**config.mk**
```make
export PLATFORM = sky130hd
export DESIGN_NAME = aftdt_top
export DESIGN_NICKNAME = d
export VERILOG_FILES = /design/src/shared/aftdt_pkg.sv /design/src/shared/aftdt_timer_if.sv /design/src/aftdt_counter.sv /design/src/aftdt_top.sv
export SDC_FILE = /design/constraint.sdc
export NUM_CORES = 1
export LEC_CHECK = 0
export ABC_AREA = 1
export BUFFER_PORTS_ARGS = -buffer_cell sky130_fd_sc_hd__buf_2
export CORE_ASPECT_RATIO = 0.6
export CORE_MARGIN = 2
export CORE_UTILIZATION = 45
export CTS_BUF_LIST = sky130_fd_sc_hd__clkbuf_16
export CTS_CLUSTER_SIZE = 20
export DETAILED_ROUTE_END_ITERATION = 7
export GPL_TIMING_DRIVEN = 0
export HOLD_SLACK_MARGIN = 0.1
export PLACE_DENSITY = 0.73
export SLEW_MARGIN = 20
export SYNTH_ARGS = -nofsm -noshare
export SYNTH_HDL_FRONTEND = slang
export SYNTH_SLANG_ARGS = --single-unit
```
**constraint.sdc**
```tcl
create_clock -name ref_clk -period 3.7 [get_ports ref_clk]
set_clock_uncertainty 0.1 [all_clocks]
set_input_delay 0.925 -clock ref_clk [delete_from_list [all_inputs] [get_ports ref_clk]]
set_output_delay 0.925 -clock ref_clk [all_outputs]
set_load 0.01 [all_outputs]
```
**src/shared/aftdt_pkg.sv**
```systemverilog
// Package: constants, field layout and types of the tone discriminator timer
package aftdt_pkg;

   // ****************************************
   // Clocking and count rate
   // ****************************************
   localparam int unsigned REF_PERIOD_NS = 8;          // 125 MHz reference clock
   localparam int unsigned COUNT_CLK_HZ = 1_250_000;   // Counter clock rate
   localparam int unsigned COUNT_PERIOD_NS = 800;      // One count period, 0.8 us
   localparam int unsigned COUNT_DIV = COUNT_PERIOD_NS / REF_PERIOD_NS;
   localparam int DIV_W = 7;
   localparam logic [DIV_W-1:0] DIV_LAST = DIV_W'(COUNT_DIV - 1);

   // ****************************************
   // Bus addresses (address 1, address 0)
   // ****************************************
   localparam logic [1:0] ADDR_COUNT0 = 2'h0;
   localparam logic [1:0] ADDR_CONTROL = 2'h3;

   // ****************************************
   // Control word layout
   // ****************************************
   localparam int CW_SEL_HI = 7;
   localparam int CW_SEL_LO = 6;
   localparam int CW_RL_HI = 5;
   localparam int CW_RL_LO = 4;
   localparam int CW_MODE_HI = 3;
   localparam int CW_MODE_LO = 1;
   localparam int CW_BCD = 0;
   localparam logic [1:0] SEL_COUNTER0 = 2'h0;
   localparam logic [1:0] RL_LATCH = 2'h0;
   localparam logic [1:0] RL_LOW = 2'h1;
   localparam logic [1:0] RL_HIGH = 2'h2;
   localparam logic [1:0] RL_BOTH = 2'h3;

   // ****************************************
   // Reset values and counter constants
   // ****************************************
   localparam logic [7:0] CONTROL_RESET = 8'h00;
   localparam logic [15:0] COUNT_RESET = 16'h0000;
   localparam logic [15:0] COUNT_TC = 16'h0001;
   localparam logic [3:0] BCD_DIGIT_MAX = 4'h9;
   localparam logic [3:0] BCD_DIGIT_ZERO = 4'h0;
   localparam logic [7:0] BYTE_ZERO = 8'h00;

   // ****************************************
   // Types
   // ****************************************
   typedef enum logic [2:0] {
      MODE_TC_INT = 3'h0,
      MODE_ONESHOT = 3'h1,
      MODE_RATE = 3'h2,
      MODE_SQUARE = 3'h3,
      MODE_SW_STROBE = 3'h4,
      MODE_HW_STROBE = 3'h5
   } aftdt_mode_t;

   typedef enum logic [1:0] {
      CNT_IDLE = 2'b00,
      CNT_RUN = 2'b01,
      CNT_STROBE = 2'b11
   } aftdt_cnt_state_t;

endpackage

```
**src/shared/aftdt_timer_if.sv**
```systemverilog
// Interface: link between bus front end and the counter zero engine
interface aftdt_timer_if;
   logic countEn;
   logic gateEdge;
   logic softStart;
   logic disarm;
   logic [15:0] countValue;
   logic bcdMode;
   aftdt_pkg::aftdt_mode_t mode;
   logic timerOut;
   logic [15:0] currentCount;

   modport ctrl (
      output countEn, gateEdge, softStart, disarm, countValue, bcdMode, mode,
      input timerOut, currentCount
   );
   modport timer (
      input countEn, gateEdge, softStart, disarm, countValue, bcdMode, mode,
      output timerOut, currentCount
   );
endinterface

```
**src/aftdt_counter.sv**
```systemverilog
// Counter zero engine: binary or decade down counter with mode driven output
module aftdt_counter (
   // Clock and reset
   input wire logic ref_clk,
   input wire logic reset,
   // Link to front end
   aftdt_timer_if.timer tif
);

   typedef struct packed {
      logic [15:0] count;
      aftdt_pkg::aftdt_cnt_state_t state;
      logic outLevel;
   } aftdt_cnt_t;

   aftdt_cnt_t cur;
   aftdt_cnt_t next_cur;
   logic [4:0] borrow;
   logic [15:0] bcdDec;
   logic startHw;
   logic startSw;
   logic strobeMode;

   // ****************************************
   // Decade decrement, one borrow per digit
   // ****************************************
   assign borrow[0] = 1'b1;
   for (genvar d = 0; d < 4; d++) begin : gDecade
      logic [3:0] digit;
      assign digit = cur.count[4*d +: 4];
      assign borrow[d+1] = borrow[d] & (digit == aftdt_pkg::BCD_DIGIT_ZERO);
      assign bcdDec[4*d +: 4] = !borrow[d] ? digit :
         (digit == aftdt_pkg::BCD_DIGIT_ZERO) ? aftdt_pkg::BCD_DIGIT_MAX : digit - 4'h1;
   end

   // Start sources by mode
   assign startHw = tif.gateEdge & ((tif.mode == aftdt_pkg::MODE_ONESHOT) |
                                    (tif.mode == aftdt_pkg::MODE_HW_STROBE));
   assign startSw = tif.softStart & ((tif.mode == aftdt_pkg::MODE_TC_INT) |
                                     (tif.mode == aftdt_pkg::MODE_SW_STROBE));
   assign strobeMode = (tif.mode == aftdt_pkg::MODE_SW_STROBE) |
                       (tif.mode == aftdt_pkg::MODE_HW_STROBE);

   // ****************************************
   // Next state
   // ****************************************
   always_comb begin
      next_cur = cur;
      if (tif.disarm) begin
         next_cur.state = aftdt_pkg::CNT_IDLE;
         next_cur.outLevel = (tif.mode != aftdt_pkg::MODE_TC_INT);
      end else if (tif.countEn) begin
         if (startHw | startSw) begin
            // A new edge restarts the full count, even mid run
            next_cur.count = tif.countValue;
            next_cur.state = aftdt_pkg::CNT_RUN;
            next_cur.outLevel = strobeMode;
         end else begin
            unique case (cur.state)
               aftdt_pkg::CNT_IDLE: begin
                  next_cur.state = aftdt_pkg::CNT_IDLE;
               end
               aftdt_pkg::CNT_RUN: begin
                  if (cur.count == aftdt_pkg::COUNT_TC) begin
                     next_cur.count = aftdt_pkg::COUNT_RESET;
                     next_cur.outLevel = !strobeMode;
                     next_cur.state = strobeMode ? aftdt_pkg::CNT_STROBE : aftdt_pkg::CNT_IDLE;
                  end else begin
                     next_cur.count = tif.bcdMode ? bcdDec : cur.count - 16'h0001;
                  end
               end
               aftdt_pkg::CNT_STROBE: begin
                  next_cur.outLevel = 1'b1;
                  next_cur.state = aftdt_pkg::CNT_IDLE;
               end
               default: begin
                  next_cur.state = aftdt_pkg::CNT_IDLE;
               end
            endcase
         end
      end
   end

   // State register
   always_ff @(posedge ref_clk or posedge reset) begin
      if (reset) begin
         cur <= '{count: aftdt_pkg::COUNT_RESET, state: aftdt_pkg::CNT_IDLE, outLevel: 1'b1};
      end else begin
         cur <= next_cur;
      end
   end

   assign tif.timerOut = cur.outLevel;
   assign tif.currentCount = cur.count;

endmodule

```
**src/aftdt_top.sv**
```systemverilog
// Top: tone edge doubler, bus programmed counter zero and converter output gating
module aftdt_top #(
   parameter int TONE_DELAY_TAPS = 4
) (
   // Clock and reset
   input wire logic ref_clk,
   input wire logic reset,
   // Module control bus, counter port
   input wire logic chipSelectN,
   input wire logic readN,
   input wire logic writeN,
   input wire logic [1:0] busAddr,
   input wire logic [7:0] busDataIn,
   output logic [7:0] busDataOut,
   output logic busDataOe,
   // Tone inputs
   input wire logic rxTone,
   input wire logic keyerTone,
   input wire logic toneLoopbackSelect,
   // Converter path controls
   input wire logic detectedLevel,
   input wire logic signalPresentN,
   input wire logic converterHold,
   input wire logic converterSenseInvert,
   // Outputs
   output logic timerOut,
   output logic edgePulse,
   output logic converterOut,
   output logic signalPresentReadbackN,
   output logic converterReadback
);

   // ****************************************
   // State of the front end
   // ****************************************
   typedef struct packed {
      logic [aftdt_pkg::DIV_W-1:0] divCount;
      logic countEn;
      logic toneSel;
      logic [TONE_DELAY_TAPS-1:0] toneDelay;
      logic edgePulse;
      logic gatePrev;
      logic gatePending;
      logic softPending;
      logic disarm;
      logic writePrev;
      logic readPrev;
      logic [7:0] counterControlWord;
      logic [15:0] counterZeroCount;
      logic writeHigh;
      logic readHigh;
      logic armed;
      logic [7:0] dataOut;
      logic convOut;
      logic sigPresRb;
      logic convRb;
   } aftdt_top_state_t;

   aftdt_top_state_t cur;
   aftdt_top_state_t next_cur;
   aftdt_timer_if tif ();

   logic writeFall;
   logic readRise;
   logic readSel;
   logic gateRise;
   logic [1:0] cwSelect;
   logic [1:0] cwRl;
   logic [2:0] cwMode;
   logic [1:0] rlActive;
   logic gatedBit;

   // ****************************************
   // Helpers
   // ****************************************
   function automatic aftdt_pkg::aftdt_mode_t decodeMode(input logic [2:0] field);
      aftdt_pkg::aftdt_mode_t m;
      // Upper bit is a don't care for the two periodic modes
      if (field[1]) begin
         m = field[0] ? aftdt_pkg::MODE_SQUARE : aftdt_pkg::MODE_RATE;
      end else begin
         m = aftdt_pkg::aftdt_mode_t'(field);
      end
      return m;
   endfunction

   // Control word fields as written on the bus
   assign cwSelect = busDataIn[aftdt_pkg::CW_SEL_HI:aftdt_pkg::CW_SEL_LO];
   assign cwRl = busDataIn[aftdt_pkg::CW_RL_HI:aftdt_pkg::CW_RL_LO];
   assign cwMode = busDataIn[aftdt_pkg::CW_MODE_HI:aftdt_pkg::CW_MODE_LO];
   assign rlActive = cur.counterControlWord[aftdt_pkg::CW_RL_HI:aftdt_pkg::CW_RL_LO];

   // ****************************************
   // Bus strobe decode
   // ****************************************
   // Falling write edge with the part selected and read idle
   assign writeFall = cur.writePrev & !writeN & !chipSelectN & readN;
   // End of a read of counter zero
   assign readRise = !cur.readPrev & readN & !chipSelectN & (busAddr == aftdt_pkg::ADDR_COUNT0);
   // Read of counter zero drives the data pins; address 11 stays off
   assign readSel = !chipSelectN & !readN & writeN &
                    (busAddr == aftdt_pkg::ADDR_COUNT0);
   assign gateRise = cur.edgePulse & !cur.gatePrev;

   // Converter gating and sense
   assign gatedBit = detectedLevel | signalPresentN | converterHold;

   // ****************************************
   // Next state
   // ****************************************
   always_comb begin
      next_cur = cur;
      next_cur.disarm = 1'b0;
      next_cur.writePrev = writeN;
      next_cur.readPrev = readN;

      // Count clock enable from the reference clock
      if (cur.divCount == aftdt_pkg::DIV_LAST) begin
         next_cur.divCount = '0;
         next_cur.countEn = 1'b1;
      end else begin
         next_cur.divCount = cur.divCount + aftdt_pkg::DIV_W'(1);
         next_cur.countEn = 1'b0;
      end

      // Tone source and edge doubler
      next_cur.toneSel = toneLoopbackSelect ? keyerTone : rxTone;
      next_cur.toneDelay = {cur.toneDelay[TONE_DELAY_TAPS-2:0], cur.toneSel};
      next_cur.edgePulse = cur.toneSel ^ cur.toneDelay[TONE_DELAY_TAPS-1];
      next_cur.gatePrev = cur.edgePulse;

      // Starts wait for the next count clock; a new one beats the consume
      if (cur.countEn) begin
         next_cur.gatePending = 1'b0;
         next_cur.softPending = 1'b0;
      end
      if (gateRise & cur.armed) begin
         next_cur.gatePending = 1'b1;
      end

      // Control word write
      if (writeFall & (busAddr == aftdt_pkg::ADDR_CONTROL)) begin
         if ((cwSelect == aftdt_pkg::SEL_COUNTER0) & (cwRl != aftdt_pkg::RL_LATCH)) begin
            next_cur.counterControlWord = busDataIn;
            next_cur.writeHigh = (cwRl == aftdt_pkg::RL_HIGH);
            next_cur.readHigh = (cwRl == aftdt_pkg::RL_HIGH);
            next_cur.armed = 1'b0;
            next_cur.gatePending = 1'b0;
            next_cur.softPending = 1'b0;
            next_cur.disarm = 1'b1;
         end
      end

      // Count byte write
      if (writeFall & (busAddr == aftdt_pkg::ADDR_COUNT0)) begin
         unique case (rlActive)
            aftdt_pkg::RL_LOW: begin
               next_cur.counterZeroCount = {aftdt_pkg::BYTE_ZERO, busDataIn};
               next_cur.armed = 1'b1;
               next_cur.softPending = 1'b1;
            end
            aftdt_pkg::RL_HIGH: begin
               next_cur.counterZeroCount = {busDataIn, aftdt_pkg::BYTE_ZERO};
               next_cur.armed = 1'b1;
               next_cur.softPending = 1'b1;
            end
            aftdt_pkg::RL_BOTH: begin
               if (!cur.writeHigh) begin
                  next_cur.counterZeroCount[7:0] = busDataIn;
                  next_cur.writeHigh = 1'b1;
                  next_cur.armed = 1'b0;
               end else begin
                  next_cur.counterZeroCount[15:8] = busDataIn;
                  next_cur.writeHigh = 1'b0;
                  next_cur.armed = 1'b1;
                  next_cur.softPending = 1'b1;
               end
            end
            default: begin
               next_cur.armed = cur.armed;
            end
         endcase
      end

      // Readback byte of the running count
      if (rlActive == aftdt_pkg::RL_HIGH) begin
         next_cur.dataOut = tif.currentCount[15:8];
      end else if ((rlActive == aftdt_pkg::RL_BOTH) & cur.readHigh) begin
         next_cur.dataOut = tif.currentCount[15:8];
      end else begin
         next_cur.dataOut = tif.currentCount[7:0];
      end
      if (readRise & (rlActive == aftdt_pkg::RL_BOTH)) begin
         next_cur.readHigh = !cur.readHigh;
      end

      // Converter output and readbacks
      next_cur.convOut = gatedBit ^ converterSenseInvert;
      next_cur.sigPresRb = signalPresentN;
      next_cur.convRb = detectedLevel;
   end

   // ****************************************
   // State register
   // ****************************************
   always_ff @(posedge ref_clk or posedge reset) begin
      if (reset) begin
         cur <= '0;
         cur.writePrev <= 1'b1;
         cur.readPrev <= 1'b1;
         cur.counterControlWord <= aftdt_pkg::CONTROL_RESET;
         cur.counterZeroCount <= aftdt_pkg::COUNT_RESET;
         cur.convOut <= 1'b1;
         cur.sigPresRb <= 1'b1;
      end else begin
         cur <= next_cur;
      end
   end

   // ****************************************
   // Counter engine
   // ****************************************
   assign tif.countEn = cur.countEn;
   assign tif.gateEdge = cur.gatePending;
   assign tif.softStart = cur.softPending;
   assign tif.disarm = cur.disarm;
   assign tif.countValue = cur.counterZeroCount;
   assign tif.bcdMode = cur.counterControlWord[aftdt_pkg::CW_BCD];
   assign tif.mode = decodeMode(
      cur.counterControlWord[aftdt_pkg::CW_MODE_HI:aftdt_pkg::CW_MODE_LO]);

   aftdt_counter aftdt_counter_inst (
      .ref_clk(ref_clk),
      .reset(reset),
      .tif(tif)
   );

   // ****************************************
   // Outputs
   // ****************************************
   assign busDataOut = cur.dataOut;
   assign busDataOe = readSel;
   assign timerOut = tif.timerOut;
   assign edgePulse = cur.edgePulse;
   assign converterOut = cur.convOut;
   assign signalPresentReadbackN = cur.sigPresRb;
   assign converterReadback = cur.convRb;

endmodule

```
==> results.sh <==
export IMPL_synth_area_leader_cell="dfrtp_1"
export IMPL_cp_endpoint="busDataOe"
export IMPL_via_per_inst=5.21
export IMPL_startpoint="busAddr[1]"
export IMPL_setup_viol=0
export IMPL_max_slew_margin=0.731
export IMPL_area_growth_pct=15.9
export IMPL_hold_violations=0
export IMPL_grt_first_pass_wirelength_um=16200
export IMPL_final_nets=592
export IMPL_start_kind="input pin"
export IMPL_cp_cell_sequence="buf_2, nor2_1, and3_1, buf_2"
export IMPL_period_share=0.695
export IMPL_gp_routability_congestion=0.910
export IMPL_h_tree_depth=3
export IMPL_cp_end_kind="output pin"
export IMPL_min_path_type="flip-flop to flip-flop"
export IMPL_cts_buffer_depth=2
export IMPL_grt_pass1_vias=3347
export IMPL_crit_arrival_ns=1.55
export IMPL_pwr_density_cell_mw_per_mm2=430
export IMPL_r2r_start="aftdt_counter_inst.tif.currentCount[12]"
export IMPL_pin_count=36
export IMPL_ys_async_sr_fraction=1.00
export IMPL_slowest_delay_ns=0.20
export IMPL_ir_drop_mv=0.379
export IMPL_hold_buffers=0
export IMPL_final_cells=683
export IMPL_syn_avg_cell_area_um2=8.05
export IMPL_core_mm2=0.00905
export IMPL_reg2reg_depth=12
export IMPL_cts_buffers=9
export IMPL_tightest_slew_ns=0.403
export IMPL_cts_resized_gates=0
export IMPL_timing_fmax_ghz=0.389
export IMPL_status="finished, final reports clean"
export IMPL_postCtsSetupRepairBufs=0
export IMPL_path_class="input pin to output pin"
export IMPL_placed_cells=667
export IMPL_synth_seq_cells=75
export IMPL_ys_types=43
export IMPL_synth_ff_type="dfrtp_1"
export IMPL_clk_latency_ns=0.34
export IMPL_r2r_slack_ns=1.70
export IMPL_drc_errors=0
export IMPL_seq_area_frac_synth=0.454
export IMPL_cp_slowest_cell="nor2_1"
export IMPL_power_w=0.00207
export IMPL_grt_max_degree=52
export IMPL_synth_warnings=0
export IMPL_die_area_mm2=0.0100
export IMPL_synth_top_area_share=0.423
export IMPL_final_area_mm2=0.00480
export IMPL_syn_nets=545
export IMPL_die_x_um=128
export IMPL_synth_top_cells_by_count="nand2_1 (140), dfrtp_1 (70), inv_1 (52)"
export IMPL_rsz0062_at_grt="false"
export IMPL_antenna_found_initial=0
export IMPL_path_max_fanout=3
export IMPL_synthTopCellsByArea="dfrtp_1 (42%), nand2_1 (13%), nand3_1 (5.1%), inv_1 (4.7%), o21ai_0 (4.3%)"
export IMPL_leakage_nw=2.53
export IMPL_finalCriticalPeriod_ns=2.57
export IMPL_track_usage=0.213
export IMPL_dpl_hpwl_um=7360
export IMPL_n_antenna_cell=0
export IMPL_drive_gt1_frac=0.210
export IMPL_fin_setup_tns_ns=0
export IMPL_clk_pin_slew_ns=0.06
export IMPL_n_fill_cell=873
export IMPL_worst_path_most_repeated_cell="buf_2"
export IMPL_routedWlPerCell_um=14.4
export IMPL_drt_initial_drc_count=327
export IMPL_dieHeight_um=78.3
export IMPL_synth_cells=515
export IMPL_grt_ovfl_total=0
export IMPL_antenna_left=0
export IMPL_synth_area_mm2=0.00414
export IMPL_rows=27
export IMPL_clock_root_buffer="clkbuf_16"
export IMPL_synth_edf_count=0
export IMPL_yosys_cell_count_top_type="nand2_1"
export IMPL_wl_um=9810
export IMPL_initial_core_util=0.458
export IMPL_cap_violations=0
export IMPL_portBuffers=35
export IMPL_slew_violations=0
export IMPL_dr_pass1_iters=5
export IMPL_post_dp_cell_area_mm2=0.00449
export IMPL_required_ns=2.67
export IMPL_r2r_end="aftdt_counter_inst.tif.currentCount[6]"
export IMPL_min_path_cells=0
export IMPL_cts_sinks=75
export IMPL_vias=3559
export IMPL_cts_tree="yes"
==> metal layers <==
| metal | vias to the layer above | share of wire | GRT usage |
|---|---|---|---|
| met1 | 1678 | 0.52 | 0.319 |
| met5 | - | 0 | 0 |
| met3 | 11 | 0.080 | 0.0627 |
| met2 | 132 | 0.39 | 0.293 |
| li1 | 1738 | - | - |
| met4 | 0 | 0.014 | 0.0637 |
==> worst max-delay path: cells and delay by family <==
| kind | cells | cell delay [ns] |
|---|---|---|
| buffers and inverters | 2 | 0.22 |
| AND/OR/NAND/NOR | 2 | 0.39 |
==> worst min path at each step <==
stage | startpoint | to | slack [ns]
floorplan | cur[45] | cur[46] | 0.23
global placement | cur[47] | cur[48] | 0.23
detailed placement | cur[47] | cur[48] | 0.25
CTS | cur[47] | cur[48] | 0.25
global route | cur[46] | cur[47] | 0.27
finish | cur[47] | cur[48] | 0.25
==> layout by cell type, fill, tap and decap left out, types with 2 or more instances in the layout <==
master     instances
nor2_2             3
nor2_4             5
bufinv_16          2
dfstp_2            5
clkbuf_1           3
nand2_2            5
nand2_1          140
inv_4              3
buf_6              2
nand2_4            4
and3_1             2
clkinv_2           3
nor3_1             5
xor2_1             8
o21ai_0           36
buf_4              9
a22oi_1            5
inv_2              5
nor2_1            41
nand4_1            2
o211ai_1           2
o21ai_1            3
o21ai_2            5
inv_1             53
nand3_2            9
ha_1               8
clkbuf_16          9
a21oi_1           19
nand3b_1           3
dfrtp_1           70
nand3_1           42
buf_2             40
or2_2              2
==> layout make-up <==
class,count,area (um2),area share
clock inverter,7,85.1,0.0177
multi-input combinational,359,1880,0.392
timing repair buffer,36,203,0.0422
inverter,61,238,0.0495
sequential,75,1880,0.392
buffer,20,141,0.0294
clock buffer,9,225,0.0469
tap,116,145,0.0302
==> metrics by stage <==
stage                util  hold slack [ns]  setup WS, ns
floorplan               -            0.231         0.773
global placement    0.493            0.235        -0.102
detailed placement  0.496            0.245          1.11
CTS                 0.531            0.249          1.10
global route        0.531            0.268          1.07
finish              0.531            0.250          1.13
==> flip-flops by register name, summed over array words and instances, names as in the netlist, 2 cells and up <==
signal / cells
busDataOut: 8
aftdt_counter_inst.cur: 2
tif.countValue: 16
cur: 24
aftdt_counter_inst.tif.currentCount: 16
==> cells by family (layout without fill, tap and decap cells) <==
| family | after synthesis | after routing | share of synthesized area |
|---|---|---|---|
| xor gates and xnor gates | 9 | 9 | 0.0190 |
| buffers and inverters | 81 | 133 | 0.0909 |
| DFF | 75 | 75 | 0.454 |
| AOI/OAI and AO/OA | 74 | 74 | 0.105 |
| and+or+nand+nor | 267 | 267 | 0.304 |
| muxes | 1 | 1 | 0.00272 |
| adders and majority gates | 8 | 8 | 0.0242 |
==> report_power, final <==
part	leakage [nW]	internal [W]	switching (W)
registers	0.941	0.000883	0.0000307
logic	1.43	0.0000838	0.000157
clock network	0.158	0.000582	0.000331
total	2.53	0.00155	0.000518
No activity file was read; power rests on OpenSTA's default activity.
